**src/srq_defines.vh**
```
`ifndef SRQ_DEFINES_VH
`define SRQ_DEFINES_VH

// ----------------------------------------------------------------------------
// Register selects on the command port
// ----------------------------------------------------------------------------
`define SRQ_SEL_COMM_COND   4'h0
`define SRQ_SEL_COMM_RISE   4'h1
`define SRQ_SEL_COMM_FALL   4'h2
`define SRQ_SEL_COMM_EVENT  4'h3
`define SRQ_SEL_COMM_ENABLE 4'h4
`define SRQ_SEL_HW1_COND    4'h5
`define SRQ_SEL_HW1_RISE    4'h6
`define SRQ_SEL_HW1_FALL    4'h7
`define SRQ_SEL_HW1_EVENT   4'h8
`define SRQ_SEL_HW1_ENABLE  4'h9
`define SRQ_SEL_STB         4'ha
`define SRQ_SEL_SRE         4'hb

// ----------------------------------------------------------------------------
// Field positions
// ----------------------------------------------------------------------------
`define SRQ_COMM_RX_BIT     0
`define SRQ_COMM_TX_BIT     1
`define SRQ_GRP_TOP_BIT     15
`define SRQ_HW1_COMM_BIT    6
`define SRQ_STB_HW1_BIT     0
`define SRQ_STB_HW2_BIT     1
`define SRQ_STB_UNUSED_BIT  2
`define SRQ_STB_QUES_BIT    3
`define SRQ_STB_MAV_BIT     4
`define SRQ_STB_ESB_BIT     5
`define SRQ_STB_RQS_BIT     6
`define SRQ_STB_OPER_BIT    7

// ----------------------------------------------------------------------------
// Reset values and masks
// ----------------------------------------------------------------------------
`define SRQ_GRP_RESET       16'h0000
`define SRQ_SRE_RESET       8'h00
`define SRQ_SRE_WMASK       8'hbf
`define SRQ_COND_MASK       16'h7fff

`endif

```
**src/srq_status_group.v**
```verilog
`include "srq_defines.vh"

// One status register group: condition, two transition filters,
// latching event register, enable register and summary message.
module srq_status_group (
   input  wire        clk_sys,      // System clock
   input  wire        rst,          // Asynchronous reset, active high
   input  wire [15:0] cond_in,      // Live condition bits
   input  wire        wr_rise,      // Write positive filter
   input  wire        wr_fall,      // Write negative filter
   input  wire        wr_enable,    // Write enable register
   input  wire [15:0] wdata,        // Write data
   input  wire        clr_event,    // Query or clear-status
   output reg  [15:0] condition,    // Condition register
   output reg  [15:0] rise_filter,  // Positive transition filter
   output reg  [15:0] fall_filter,  // Negative transition filter
   output reg  [15:0] event_latch,  // Event register
   output reg  [15:0] enable,       // Enable register
   output wire        summary       // Group summary message
);

   wire [15:0] cond_now;
   wire [15:0] caught;
   wire [15:0] next_event;

   // ----------------------------------------------------------------------
   // Transition detection
   // ----------------------------------------------------------------------
   // Top bit forced low so it can never latch an event
   assign cond_now   = cond_in & `SRQ_COND_MASK;
   assign caught     = (cond_now & ~condition & rise_filter) |
                       (~cond_now & condition & fall_filter);
   // A transition in the clearing cycle survives the clear
   assign next_event = (clr_event ? `SRQ_GRP_RESET : event_latch) | caught;
   // Summary is high while any enabled latched event stands
   assign summary    = |(event_latch & enable);

   // ----------------------------------------------------------------------
   // Registers
   // ----------------------------------------------------------------------
   always @(posedge clk_sys or posedge rst) begin
      if (rst) begin
         condition   <= `SRQ_GRP_RESET;
         rise_filter <= `SRQ_GRP_RESET;
         fall_filter <= `SRQ_GRP_RESET;
         event_latch <= `SRQ_GRP_RESET;
         enable      <= `SRQ_GRP_RESET;
      end else begin
         condition   <= cond_now;
         event_latch <= next_event;
         if (wr_rise) begin
            rise_filter <= wdata;
         end
         if (wr_fall) begin
            fall_filter <= wdata;
         end
         if (wr_enable) begin
            enable <= wdata;
         end
      end
   end

endmodule

```
**src/srq_status_top.v**
```verilog
// Overview of operation
// - Communication group uses 16-bit condition, filters, event, enable and summary.
// - Communication condition bit 15 always reads zero.
// - Comm bit 1 is transmit link failure, bit 0 receive; others zero.
// - Controller reads conditions and reads/writes both transition filters.
// - First hardware group offers the same register access.
// - Event registers clear when queried and on clear-status.
// - Enable register holds the written value; writing zero clears it.
// - Seven sources each produce a summary message.
// - Status byte carries the listed summaries at bits 7,5,4,3,1,0; bit 2 zero.
// - Bit 6 is RQS on serial poll, master summary on byte query.
// - Only bits enabled in the service request enable register request service.
// - An enabled condition asserts SRQ and sets RQS.
// - Serial poll clears RQS until a new cause arises.
// - Every group summary feeds the status byte directly or indirectly.
// - Summary is 1 while enabled event bits are latched.
// - Service request enable ignores bit 6 on write.
`include "srq_defines.vh"

module srq_status_top (
   input  wire        clk_sys,       // System clock, 10 MHz
   input  wire        rst,           // Asynchronous reset, active high
   input  wire        tx_link_fail,  // Transmit analyzer link failure pin
   input  wire        rx_link_fail,  // Receive analyzer link failure pin
   input  wire [14:0] hw1_cond_pin,  // First hardware group condition pins
   input  wire        oper_summary,  // Operation group summary
   input  wire        esb_summary,   // Standard event summary
   input  wire        mav_summary,   // Output queue message available
   input  wire        ques_summary,  // Questionable group summary
   input  wire        hw2_summary,   // Second hardware group summary
   input  wire        cmd_valid,     // Command or query strobe
   input  wire        cmd_write,     // 1 write, 0 query
   input  wire [3:0]  cmd_sel,       // Register select
   input  wire [15:0] cmd_wdata,     // Integer written
   input  wire        clear_status,  // Clear-status common command
   input  wire        spoll_req,     // Serial poll strobe
   output reg         rsp_valid,     // Query answer strobe
   output reg  [15:0] rsp_data,      // Query answer value
   output reg         spoll_valid,   // Serial poll answer strobe
   output reg  [7:0]  spoll_data,    // Serial poll status byte
   output reg         srq_out,       // Bus SRQ level when driven
   output reg         srq_oe         // Bus SRQ drive enable
);

   // ----------------------------------------------------------------------
   // Pin synchronisers
   // ----------------------------------------------------------------------
   // Seventeen pins: 15 hardware bits then receive and transmit link.
   localparam NPIN = 17;

   wire [NPIN-1:0] pin_raw;
   reg  [NPIN-1:0] pin_s1;
   reg  [NPIN-1:0] pin_s2;
   reg  [NPIN-1:0] pin_s3;
   reg  [NPIN-1:0] pin_clean;

   assign pin_raw = {tx_link_fail, rx_link_fail, hw1_cond_pin};

   // Three stages; a bit only moves when the last two stages agree,
   // which costs a cycle of latency but rejects single-cycle glitches
   genvar gi;
   generate
      for (gi = 0; gi < NPIN; gi = gi + 1) begin : g_pin
         always @(posedge clk_sys or posedge rst) begin
            if (rst) begin
               pin_s1[gi]    <= 1'b0;
               pin_s2[gi]    <= 1'b0;
               pin_s3[gi]    <= 1'b0;
               pin_clean[gi] <= 1'b0;
            end else begin
               pin_s1[gi] <= pin_raw[gi];
               pin_s2[gi] <= pin_s1[gi];
               pin_s3[gi] <= pin_s2[gi];
               if (pin_s2[gi] == pin_s3[gi]) begin
                  pin_clean[gi] <= pin_s3[gi];
               end
            end
         end
      end
   endgenerate

   // ----------------------------------------------------------------------
   // Condition vectors
   // ----------------------------------------------------------------------
   wire [15:0] comm_cond_in;
   wire [15:0] hw1_cond_in;
   wire        comm_summary;
   wire        hw1_summary;

   // Only the two link bits exist; the rest stay low
   assign comm_cond_in = {14'h0000, pin_clean[16], pin_clean[15]};
   // Bit 6 of the hardware group carries the communication summary,
   // so that group reaches the status byte indirectly
   assign hw1_cond_in  = {1'b0, pin_clean[14:7], comm_summary,
                          pin_clean[5:0]};

   // ----------------------------------------------------------------------
   // Command decode
   // ----------------------------------------------------------------------
   wire rd_cmd;
   wire wr_cmd;
   wire comm_wr_rise;
   wire comm_wr_fall;
   wire comm_wr_enable;
   wire comm_clr;
   wire hw1_wr_rise;
   wire hw1_wr_fall;
   wire hw1_wr_enable;
   wire hw1_clr;
   wire sre_wr;

   assign rd_cmd         = cmd_valid & ~cmd_write;
   assign wr_cmd         = cmd_valid & cmd_write;
   assign comm_wr_rise   = wr_cmd & (cmd_sel == `SRQ_SEL_COMM_RISE);
   assign comm_wr_fall   = wr_cmd & (cmd_sel == `SRQ_SEL_COMM_FALL);
   assign comm_wr_enable = wr_cmd & (cmd_sel == `SRQ_SEL_COMM_ENABLE);
   assign hw1_wr_rise    = wr_cmd & (cmd_sel == `SRQ_SEL_HW1_RISE);
   assign hw1_wr_fall    = wr_cmd & (cmd_sel == `SRQ_SEL_HW1_FALL);
   assign hw1_wr_enable  = wr_cmd & (cmd_sel == `SRQ_SEL_HW1_ENABLE);
   assign sre_wr         = wr_cmd & (cmd_sel == `SRQ_SEL_SRE);
   // Querying an event register empties it, as does clear-status
   assign comm_clr = clear_status |
                     (rd_cmd & (cmd_sel == `SRQ_SEL_COMM_EVENT));
   assign hw1_clr  = clear_status |
                     (rd_cmd & (cmd_sel == `SRQ_SEL_HW1_EVENT));

   // ----------------------------------------------------------------------
   // Register groups
   // ----------------------------------------------------------------------
   wire [15:0] comm_condition;
   wire [15:0] comm_rise_filter;
   wire [15:0] comm_fall_filter;
   wire [15:0] comm_event_latch;
   wire [15:0] comm_event_enable;
   wire [15:0] hw1_condition;
   wire [15:0] hw1_rise_filter;
   wire [15:0] hw1_fall_filter;
   wire [15:0] hw1_event_latch;
   wire [15:0] hw1_event_enable;

   // Communication group
   srq_status_group u_comm (
      .clk_sys     (clk_sys),
      .rst         (rst),
      .cond_in     (comm_cond_in),
      .wr_rise     (comm_wr_rise),
      .wr_fall     (comm_wr_fall),
      .wr_enable   (comm_wr_enable),
      .wdata       (cmd_wdata),
      .clr_event   (comm_clr),
      .condition   (comm_condition),
      .rise_filter (comm_rise_filter),
      .fall_filter (comm_fall_filter),
      .event_latch (comm_event_latch),
      .enable      (comm_event_enable),
      .summary     (comm_summary)
   );

   // First hardware group, same structure
   srq_status_group u_hw1 (
      .clk_sys     (clk_sys),
      .rst         (rst),
      .cond_in     (hw1_cond_in),
      .wr_rise     (hw1_wr_rise),
      .wr_fall     (hw1_wr_fall),
      .wr_enable   (hw1_wr_enable),
      .wdata       (cmd_wdata),
      .clr_event   (hw1_clr),
      .condition   (hw1_condition),
      .rise_filter (hw1_rise_filter),
      .fall_filter (hw1_fall_filter),
      .event_latch (hw1_event_latch),
      .enable      (hw1_event_enable),
      .summary     (hw1_summary)
   );

   // ----------------------------------------------------------------------
   // Status byte and service request enable
   // ----------------------------------------------------------------------
   reg  [7:0] sre;
   reg        rqs;
   reg        mss_prev;
   wire [7:0] stb_base;
   wire       mss;
   wire       new_cause;
   wire       next_rqs;

   // Bit 6 is filled in by whichever reader asks; the remaining groups
   // arrive as summaries from outside this block, except bit 0 from the first hardware group
   assign stb_base = {oper_summary,
                      1'b0,
                      esb_summary,
                      mav_summary,
                      ques_summary,
                      1'b0,
                      hw2_summary,
                      hw1_summary};
   // Only enabled bits count, and bit 6 is never among them
   assign mss       = |(stb_base & sre & `SRQ_SRE_WMASK);
   // A request starts on a fresh rise of the master summary, so a
   // condition that merely persists does not re-arm after a poll
   assign new_cause = mss & ~mss_prev;
   // New cause wins over a poll in the same cycle
   assign next_rqs  = new_cause | (rqs & ~spoll_req);

   // Enable register write, bit 6 dropped on the way in
   always @(posedge clk_sys or posedge rst) begin
      if (rst) begin
         sre <= `SRQ_SRE_RESET;
      end else if (sre_wr) begin
         sre <= cmd_wdata[7:0] & `SRQ_SRE_WMASK;
      end
   end

   // Request flag tracking
   always @(posedge clk_sys or posedge rst) begin
      if (rst) begin
         rqs      <= 1'b0;
         mss_prev <= 1'b0;
      end else begin
         rqs      <= next_rqs;
         mss_prev <= mss;
      end
   end

   // ----------------------------------------------------------------------
   // Bus request line
   // ----------------------------------------------------------------------
   // SRQ is open-drain: the level driven is always low, the enable
   // follows the request flag
   always @(posedge clk_sys or posedge rst) begin
      if (rst) begin
         srq_out <= 1'b0;
         srq_oe  <= 1'b0;
      end else begin
         srq_out <= 1'b0;
         srq_oe  <= next_rqs;
      end
   end

   // ----------------------------------------------------------------------
   // Serial poll answer
   // ----------------------------------------------------------------------
   // The byte carries the flag as it stood before this poll cleared it
   always @(posedge clk_sys or posedge rst) begin
      if (rst) begin
         spoll_valid <= 1'b0;
         spoll_data  <= 8'h00;
      end else begin
         spoll_valid <= spoll_req;
         if (spoll_req) begin
            spoll_data <= stb_base;
            spoll_data[`SRQ_STB_RQS_BIT] <= rqs;
         end
      end
   end

   // ----------------------------------------------------------------------
   // Query answer
   // ----------------------------------------------------------------------
   reg [15:0] next_rsp;

   // Read mux; unknown selects answer zero, and writes give no answer
   always @* begin
      next_rsp = 16'h0000;
      case (cmd_sel)
         `SRQ_SEL_COMM_COND:   next_rsp = comm_condition;
         `SRQ_SEL_COMM_RISE:   next_rsp = comm_rise_filter;
         `SRQ_SEL_COMM_FALL:   next_rsp = comm_fall_filter;
         `SRQ_SEL_COMM_EVENT:  next_rsp = comm_event_latch;
         `SRQ_SEL_COMM_ENABLE: next_rsp = comm_event_enable;
         `SRQ_SEL_HW1_COND:    next_rsp = hw1_condition;
         `SRQ_SEL_HW1_RISE:    next_rsp = hw1_rise_filter;
         `SRQ_SEL_HW1_FALL:    next_rsp = hw1_fall_filter;
         `SRQ_SEL_HW1_EVENT:   next_rsp = hw1_event_latch;
         `SRQ_SEL_HW1_ENABLE:  next_rsp = hw1_event_enable;
         `SRQ_SEL_STB: begin
            next_rsp = {8'h00, stb_base};
            next_rsp[`SRQ_STB_RQS_BIT] = mss;
         end
         `SRQ_SEL_SRE:         next_rsp = {8'h00, sre};
         default:              next_rsp = 16'h0000;
      endcase
   end

   // Answer register, one cycle after the query strobe
   always @(posedge clk_sys or posedge rst) begin
      if (rst) begin
         rsp_valid <= 1'b0;
         rsp_data  <= 16'h0000;
      end else begin
         rsp_valid <= rd_cmd;
         if (rd_cmd) begin
            rsp_data <= next_rsp;
         end
      end
   end

endmodule

```
**config.mk**
```make
export PLATFORM = sky130hd
export DESIGN_NAME = srq_status_top
export DESIGN_NICKNAME = d
export VERILOG_FILES = /design/src/srq_status_group.v /design/src/srq_status_top.v
export VERILOG_INCLUDE_DIRS = /design/src /design/src/src
export SDC_FILE = /design/constraint.sdc
export NUM_CORES = 1
export LEC_CHECK = 0
export BUFFER_PORTS_ARGS = -buffer_cell sky130_fd_sc_hd__buf_2
export CORE_UTILIZATION = 60
export DETAILED_ROUTE_END_ITERATION = 8
export PLACE_DENSITY = 0.79
export SYNTH_ARGS = -nofsm -noshare
export SYNTH_HDL_FRONTEND = slang
export SYNTH_HIERARCHICAL = 1
export SYNTH_SLANG_ARGS = --single-unit
```
**constraint.sdc**
```tcl
create_clock -name clk_sys -period 3.9 [get_ports clk_sys]
set_clock_uncertainty 0.2 [all_clocks]
set_input_delay 0.195 -clock clk_sys [delete_from_list [all_inputs] [get_ports clk_sys]]
set_output_delay 0.195 -clock clk_sys [all_outputs]
set_load 0.02 [all_outputs]
```
==> flow_summary.json, run 1 <==
{
  "grt_max_degree": 76,
  "leakage_nw": 5.93,
  "cp-start-kind": "register",
  "tritoncts": "done",
  "holdCritPathClass": "in -> reg",
  "setup_violations": 0,
  "drive_above_1_share_pct": 28.2,
  "path_clk_slew_ns": 0.06,
  "synth_ff_type": "dfrtp_1",
  "slew_viol_final": 0,
  "syn_inst": 833,
  "postRouteAntennaNets": 0,
  "setup-tns-final_ns": 0,
  "overflow": 0,
  "core_mm2": 0.0181,
  "seq_area_mm2": 0.00636,
  "start_util_pct": 62.0,
  "htreeDepth": 1,
  "grt_first_pass_wirelength_um": 45000,
  "vias": 7706,
  "holdBufCountCts": 41,
  "io_buffers": 72,
  "period_share_pct": 72.6,
  "synth_top_family_by_area": "multiplexers",
  "dieArea_mm2": 0.0193,
  "hpwl_um": 17700,
  "cts-root-buf": "clkbuf_16",
  "antenna_found_initial": 1,
  "synth_xor_area_share_pct": 0,
  "drtPass1Iterations": 8,
  "multi_input_area_mm2": 0.00464,
  "io_pins": 76,
  "rows": 49,
  "ys_seq_area_share_pct": 56.5,
  "n_fill_cell": 1208,
  "ys_ff_latch": 254,
  "period_needed_ns": 2.83,
  "synth-compound-area-share_pct": 7.99,
  "area_growth_syn_to_layout_pct": 17.3,
  "ctsResizeCount": 0,
  "fmax_mhz": 353,
  "crit_required_ns": 4.09,
  "async_flop_share_pct": 100,
  "ir_drop_mv": 0.430,
  "yosys.area_share.adder_pct": 1.42,
  "crit_arrival_ns": 3.02,
  "synthMuxAreaShare_pct": 17.5,
  "post_drt_wl_per_cell_um": 22.9,
  "track_usage_pct": 30.3,
  "synth_area_mm2": 0.0112,
  "die_x_um": 139,
  "syn_avg_cell_area_um2": 13.5,
  "tightestPinTransition_ns": 1.11,
  "drv_cap": 0,
  "synth_edf_count": 0,
  "slew_headroom_pct": 25.8,
  "numCtsBuffers": 26,
  "post_cts_buffers": 0,
  "clockBufferDepth": 3,
  "post-place-ws_ns": 1.17,
  "yosys.area_share.simple_pct": 12.5,
  "cp-end-kind": "register",
  "grt_pass1_vias": 8043,
  "violations": "design-rule violations",
  "nNetsFinal": 1034,
  "via_per_inst": 6.24,
  "yosysWarnings": 6,
  "drc": 2,
  "fin_ws_ns": 1.07,
  "rsz0062_at_grt": "false",
  "critPathMaxFanout": 3,
  "drt_iter0_drc": 782,
  "yosysUniqueCellTypes": 65,
  "hold_viol_final": 0,
  "routed_wl_um": 28300,
  "gp_congestion": 0.879,
  "die_h_um": 139,
  "clk_latency_ns": 0.53,
  "powerDensity_mw_per_mm2": 530,
  "outcome": "finished, violations left",
  "path_class": "reg -> reg",
  "cts_sinks": 254
}
[report_power, final]
group	internal, W	switching, W	total, W
sequential	0.00304	0.000346	0.00338
combinational	0.000568	0.000515	0.00108
clock	0.00152	0.000999	0.00252
total	0.00513	0.00186	0.00699
[cells by family (layout without fill, tap and decap cells)]
logic type,Yosys count,count (layout)
AOI/OAI and AO/OA,120,120
DFF,254,254
and+or+nand+nor,221,221
muxes,148,148
other,3,46
buffers and inverters,71,201
adders and majority gates,16,16
[worst paths after layout]
path / start / end / slack [ns] / cells past startpoint
worst max-delay path: u_hw1/enable[5] / rsp_data[6] / 1.07 / 7
worst min-delay path: cmd_valid / rsp_data[13] / 0.06 / 5
worst max register to register: u_hw1/enable[5] / rsp_data[6] / 1.07 / 7
worst min register to register: pin_s1[15] / pin_s2[15] / 0.15 / 0
max in group asynchronous: rst / spoll_data[3] / 2.29 / 4
min in group asynchronous: rst / u_hw1/condition[12] / 0.24 / 3
[final cells by class]
cell class	count	area share, %
Antenna cell	1	0.0190
Multi-Input combinational cell	550	35.2
Tap cell	229	2.17
Clock buffer	39	6.00
Sequential cell	254	48.2
Inverter	16	0.493
Timing Repair Buffer	138	7.27
Clock inverter	8	0.683
[registers in the layout, indices dropped and copies added (netlist names), 2 cells and up]
signal / count
pin_s2: 16
u_comm/rise_filter: 16
u_hw1/rise_filter: 16
pin_s1: 16
u_comm/event_latch: 15
spoll_data: 7
u_hw1/enable: 16
sre: 7
u_comm/enable: 16
u_comm/condition: 15
rsp_data: 16
u_hw1/event_latch: 15
pin_s3: 16
u_comm/fall_filter: 16
hw1_cond_in: 14
comm_cond_in: 2
u_hw1/condition: 15
u_hw1/fall_filter: 16
[critical path: stages (launching register included)]
cell      delay [ns]
dfrtp_1         0.41
a222oi_1        0.44
and3_1          0.26
nand4_1         0.21
a22oi_1         0.31
nand3_1         0.25
a222oi_1        0.46
o211ai_1        0.15
[metrics by stage]
| stage | power (W) | cells | utilization, % | hold slack, ns | cell area, um2 |
|---|---|---|---|---|---|
| after floorplan | 0.00408 | 875 | - | 0.0264 | 11400 |
| after global placement | 0.00440 | 1146 | 65.5 | 0.103 | 11900 |
| after detailed placement | 0.00444 | 1146 | 65.5 | 0.104 | 11900 |
| after CTS | 0.00700 | 1234 | 72.6 | 0.0376 | 13200 |
| after global routing | 0.00725 | 1235 | 72.7 | 0.0956 | 13200 |
| final | 0.00699 | 1235 | 72.7 | 0.0623 | 13200 |
[layout by cell type (no fill, tap or decap), drive strengths merged, types with 20 or more instances in the layout]
cell type	count
dfrtp	254
mux2	119
buf	97
nand3b	69
conb	45
dlygate4sd3	41
nand3	39
clkbuf	39
nand2b	34
nand2	21
mux2i	20
[Yosys cell counts, types with 17 or more instances]
master	n	area, um2
a22oi_1	17	128
buf_2	21	105
nand2_1	21	78.8
nand3b_1	69	518
mux2_2	59	664
nand2b_1	34	213
nand3_1	39	195
dfrtp_1	254	6360
mux2i_1	20	200
mux2_4	60	901
[layer usage]
metal	vias to the layer above	part of all wire [%]	GRT usage, %
met1	3900	41	41.1
met3	95	7.8	5.28
met5	-	0	0
met2	375	47	49.0
li1	3336	-	-
met4	0	4.0	12.2
Power figures use the tool's default switching activity.
==> run 2: changes to the inputs <==
==> constraint.sdc (replaced) <==
create_clock -name clk_sys -period 2.7 [get_ports clk_sys]
set_clock_uncertainty 0.2 [all_clocks]
set_input_delay 0.135 -clock clk_sys [delete_from_list [all_inputs] [get_ports clk_sys]]
set_output_delay 0.135 -clock clk_sys [all_outputs]
set_load 0.02 [all_outputs]
==> run 2 against run 1 <==
The flow still finishes with violations (design-rule violations). Critical path depth unchanged. Cell area up 1.1%. Clock power up 37%. Critical path type unchanged. Sequential share of layout area down 0.53 points.
==> flow_summary.json, run 2 (same netlist as run 1, synthesis figures left out) <==
{
  "outcome": "finished, violations left",
  "violations": "design-rule violations",
  "setup-tns-final_ns": 0,
  "track_usage_pct": 30.7,
  "antenna_cells": 0,
  "start_util_pct": 62.0,
  "grt_first_pass_wirelength_um": 45500,
  "critPathMaxFanout": 3,
  "mostFrequentLayoutCells": "dfrtp_1, buf_2, nand3b_1",
  "routed_wl_um": 28300,
  "final_common_cell": "dfrtp_1",
  "drt_iter0_drc": 708,
  "holdCritPathClass": "in -> reg",
  "path_clk_slew_ns": 0.06,
  "setup_violations": 0,
  "core_mm2": 0.0181,
  "crit_path_cell_trace": "a222oi_1, and3_1, nand4_1, a22oi_1, nand3_1, a222oi_1, o211ai_1",
  "crit_required_ns": 2.90,
  "vias": 7726,
  "cpMaxStageDelayCell": "dfrtp_1",
  "timing.rr.end": "rsp_data[6]",
  "powerDensity_mw_per_mm2": 745,
  "slew_headroom_pct": 45.6,
  "critPathMostFrequentCell": "a222oi_1",
  "leakage_nw": 6.00,
  "grt_max_degree": 45,
  "holdWs_ns": 0.0175,
  "tightestPinTransition_ns": 0.815,
  "slew_viol_final": 0,
  "overflow": 0,
  "io_buffers": 72,
  "period_needed_ns": 2.51,
  "grt_pass1_vias": 8015,
  "area_growth_syn_to_layout_pct": 18.5,
  "ir_drop_mv": 0.605,
  "drv_cap": 0,
  "hold_viol_final": 0,
  "reg2reg_slack_ns": 0.19,
  "nNetsFinal": 1052,
  "clockBufferDepth": 3,
  "r2r_cells": 7,
  "max_stage_delay_ns": 0.39,
  "postRouteAntennaNets": 0,
  "cp-start-kind": "register",
  "hpwl_um": 18800,
  "crit_path_end": "rsp_data[6]",
  "via_per_inst": 6.18,
  "numCtsBuffers": 26,
  "die_h_um": 139,
  "dieArea_mm2": 0.0193,
  "cts_sinks": 254,
  "antenna_found_initial": 0,
  "cts-root-buf": "clkbuf_16",
  "drtPass1Iterations": 9,
  "cp-end-kind": "register",
  "drive_above_1_share_pct": 29.3,
  "htreeDepth": 1,
  "path_class": "reg -> reg",
  "ctsResizeCount": 0,
  "die_x_um": 139,
  "clk_latency_ns": 0.54,
  "io_pins": 76,
  "drc": 3,
  "rows": 49,
  "tritoncts": "done",
  "fmax_mhz": 399,
  "crit_arrival_ns": 2.71,
  "r2r-start": "u_hw1/event_latch[5]",
  "crit_start": "u_hw1/event_latch[5]",
  "period_share_pct": 92.8,
  "gp_congestion": 0.956,
  "post_drt_wl_per_cell_um": 22.7,
  "rsz0062_at_grt": "false"
}
run 2: worst min-delay path by stage:
stage	from	to	slack, ns	cells after the start
finish	cmd_sel[3]	rsp_data[14]	0.02	3
detailed placement	rx_link_fail	pin_s1[15]	0.04	1
global placement	hw1_cond_pin[10]	pin_s1[10]	0.04	1
CTS	cmd_sel[3]	rsp_data[14]	0.005	3
floorplan	hw1_cond_pin[0]	pin_s1[0]	-0.03	0
global route	hw1_cond_pin[3]	pin_s1[3]	0.04	2
run 2: worst max-delay path: cells and delay by family, from the launching register on:
kind,cells,cell delay (ns)
compound gates,4,1.11
simple gates,3,0.66
flops,1,0.39
run 2: what timing repair did:
item | in CTS | in global routing
endpoints found under the setup margin | 0 | 0
buffers inserted | 0 | 0
hold endpoints to repair | 258 | 0
hold buffers | 43 | 0
run 2: area by class of cell:
cell class | instances | area, um2
repair buffers | 156 | 1160
clock buffers | 33 | 717
clock inverters | 12 | 108
fillers | 1234 | 4820
flip-flops and latches | 254 | 6360
inverters | 16 | 66.3
well taps | 229 | 287
multi-input cells | 550 | 4640
run 2: report_power, final:
group	leakage [nW]	switching, W	internal (W)
combinational	2.46	0.000749	0.000845
clock	0.407	0.00148	0.00198
sequential	3.13	0.000498	0.00439
total	6.00	0.00273	0.00721
run 2: routing by layer:
layer | global-route usage [%] | part of all wire [%]
met1 | 43.0 | 41
met2 | 48.2 | 47
met3 | 5.08 | 7.6
met4 | 12.3 | 4.2
met5 | 0 | 0
run 2: metrics by stage:
step / util [%] / power (W) / area [um2] / setup WS [ns] / std cells
2_1_floorplan: - / 0.00589 / 11400 / 0.370 / 875
3_3_place_gp: 66.5 / 0.00638 / 12100 / 0.266 / 1162
3_5_place_dp: 66.5 / 0.00644 / 12100 / 0.273 / 1162
4_1_cts: 73.5 / 0.00994 / 13300 / 0.235 / 1250
5_1_grt: 73.5 / 0.0103 / 13300 / 0.0927 / 1250
6_report: 73.5 / 0.00994 / 13300 / 0.193 / 1250
==> run 3: changes to the inputs <==
--- a/config.mk
+++ b/config.mk
@@ -7,10 +7,9 @@
 export NUM_CORES = 1
 export LEC_CHECK = 0
 export BUFFER_PORTS_ARGS = -buffer_cell sky130_fd_sc_hd__buf_2
-export CORE_UTILIZATION = 60
+export CORE_UTILIZATION = 59
 export DETAILED_ROUTE_END_ITERATION = 8
 export PLACE_DENSITY = 0.79
 export SYNTH_ARGS = -nofsm -noshare
 export SYNTH_HDL_FRONTEND = slang
-export SYNTH_HIERARCHICAL = 1
 export SYNTH_SLANG_ARGS = --single-unit
==> run 3 against run 2 <==
The run now ends clean. Critical path depth grew 2. Cell count shrank 15%. Wire length shrank 15%. Cell area shrank 15%. Synthesized cell count shrank 17%. Worst hold slack gained 0.039 ns. Register-to-register slack gained 0.39 ns. Non-clock buffer count grew 1.
==> flow_summary.json, run 3 <==
{
  "path_clk_slew_ns": 0.06,
  "r2r_cells": 5,
  "hp-start": "cmd_valid",
  "drt_iter0_drc": 646,
  "timing.rr.end": "rsp_data[6]",
  "setup_violations": 0,
  "track_usage_pct": 30.6,
  "clk_latency_ns": 0.51,
  "grt_max_degree": 62,
  "ctsResizeCount": 0,
  "rows": 45,
  "hold_viol_final": 0,
  "cts-root-buf": "clkbuf_16",
  "async_flop_share_pct": 100,
  "synth_ff_type": "dfrtp_1",
  "synth_edf_count": 0,
  "period_needed_ns": 2.37,
  "holdBufCountCts": 42,
  "syn_avg_cell_area_um2": 13.6,
  "crit_arrival_ns": 2.52,
  "fmax_mhz": 422,
  "grt_pass1_vias": 7061,
  "powerDensity_mw_per_mm2": 773,
  "io_buffers": 72,
  "vias": 6766,
  "min_to": "rsp_data[8]",
  "holdWs_ns": 0.0566,
  "synthTopCellsByArea": "dfrtp_1, mux2_2, a22oi_1",
  "yosys-top-cells-count": "dfrtp_1, mux2_2, nand2_1",
  "grt_first_pass_wirelength_um": 38000,
  "yosysMostFrequentCell": "dfrtp_1",
  "drc": 0,
  "r2r-start": "u_hw1.event_latch[9]",
  "yosysWarnings": 0,
  "core_mm2": 0.0154,
  "io_pins": 76,
  "synth_area_mm2": 0.00942,
  "critPathMaxFanout": 33,
  "start_util_pct": 61.3,
  "tightestPinTransition_ns": 0.795,
  "hpwl_um": 16200,
  "ys_seq_area_share_pct": 60.6,
  "rsz0062_at_grt": "false",
  "routed_wl_um": 24000,
  "final_common_cell": "dfrtp_1",
  "outcome": "finished, final reports clean",
  "die_x_um": 128,
  "post_cts_buffers": 0,
  "finalInstanceArea_mm2": 0.0114,
  "drtPass1Iterations": 5,
  "antenna_found_initial": 0,
  "postRouteAntennaNets": 0,
  "die_h_um": 128,
  "nNetsFinal": 888,
  "area_growth_syn_to_layout_pct": 20.8,
  "overflow": 0,
  "cp-start-kind": "input port",
  "clockBufferDepth": 3,
  "synth_top_cell_by_area": "dfrtp_1",
  "power_w": 0.00879,
  "mostFrequentLayoutCells": "dfrtp_1, mux2_2, buf_2",
  "period_share_pct": 87.7,
  "drv_cap": 0,
  "utilization_pct": 74.0,
  "antenna_cells": 0,
  "leakage_nw": 5.05,
  "yosysUniqueCellTypes": 58,
  "hold_path_depth": 4,
  "slew_headroom_pct": 47.0,
  "crit_required_ns": 2.85,
  "gp_congestion": 0.952,
  "post_dp_cell_area_mm2": 0.0102,
  "cp-end-kind": "register",
  "htreeDepth": 1,
  "post_drt_wl_per_cell_um": 22.5,
  "dieArea_mm2": 0.0165,
  "ys_ff_latch": 228,
  "ir_drop_mv": 0.580,
  "reg2reg_slack_ns": 0.58,
  "drive_above_1_share_pct": 32.6,
  "numCtsBuffers": 23,
  "path_class": "in -> reg",
  "cts_sinks": 228,
  "holdCritPathClass": "in -> reg",
  "yosysTopAreaCellShare_pct": 60.6,
  "syn_inst": 694,
  "via_per_inst": 6.35,
  "tritoncts": "done",
  "slew_viol_final": 0
}
[run 3: changes by cell type after synthesis, sizes merged, moves of 9 or more]
cell    delta
a22oi     +13
buf       -19
dfrtp     -26
mux2i      -9
nand2     +35
nand2b    -30
nand3     -25
nand3b    -52
o211ai    +13
[run 3: critical path, cell delays in order]
cell           delay (ns)
dlygate4sd3_1        0.52
buf_2                0.32
buf_12               0.25
nor2b_1              0.09
buf_4                0.17
a22oi_1              0.17
o22ai_1              0.11
nor4_1               0.51
o221ai_1             0.20
[run 3: where the power goes]
part / internal (W) / total (W) / switching [W]
registers: 0.00394 / 0.00433 / 0.000394
clock network: 0.00192 / 0.00318 / 0.00126
logic: 0.000626 / 0.00127 / 0.000649
[run 3: cell families (layout without fill, tap and decap cells)]
group	after synthesis	after routing	share of synthesized area, %
buf+inv	46	206	2.84
fa+ha+maj	16	16	1.70
flops	228	228	60.6
other cells	1	2	0.0398
mux	127	127	15.6
simple gates	136	136	8.28
compound gates	140	140	11.0
[run 3: cell type report]
cell class / instances / area (um2)
well taps: 211 / 264
clock inverters: 8 / 100
clock buffers: 32 / 669
inverters: 9 / 37.5
multi-input cells: 421 / 3450
repair buffers: 157 / 1150
fillers: 1009 / 3990
flip-flops and latches: 228 / 5710
[run 3: layer usage]
| metal | track usage [%] | wire length, um | vias to the layer above |
|---|---|---|---|
| li1 | - | - | 2874 |
| met1 | 39.9 | 9390 | 3409 |
| met2 | 49.1 | 11200 | 389 |
| met3 | 7.15 | 2270 | 94 |
| met4 | 14.4 | 1080 | 0 |
| met5 | 0 | 0 | - |
[run 3: through the flow]
stage / cells / setup slack [ns] / TNS [ns]
5_1_grt: 1066 / 0.291 / 0
6_report: 1066 / 0.331 / 0
2_1_floorplan: 695 / -0.615 / -140.22
3_5_place_dp: 984 / 0.417 / 0
4_1_cts: 1066 / 0.447 / 0
3_3_place_gp: 984 / 0.453 / 0
[run 3: worst max path at each step]
stage / end / slack, ns / cells past startpoint / startpoint
finish: rsp_data[0] / 0.33 / 9 / cmd_sel[2]
global route: rsp_data[6] / 0.29 / 9 / cmd_sel[2]
CTS: rsp_data[0] / 0.45 / 9 / cmd_sel[2]
detailed placement: rsp_data[3] / 0.42 / 7 / cmd_sel[3]
floorplan: comm_cond_in[0] / -0.61 / 1 / rst
global placement: u_hw1.fall_filter[12] / 0.45 / 5 / cmd_sel[3]
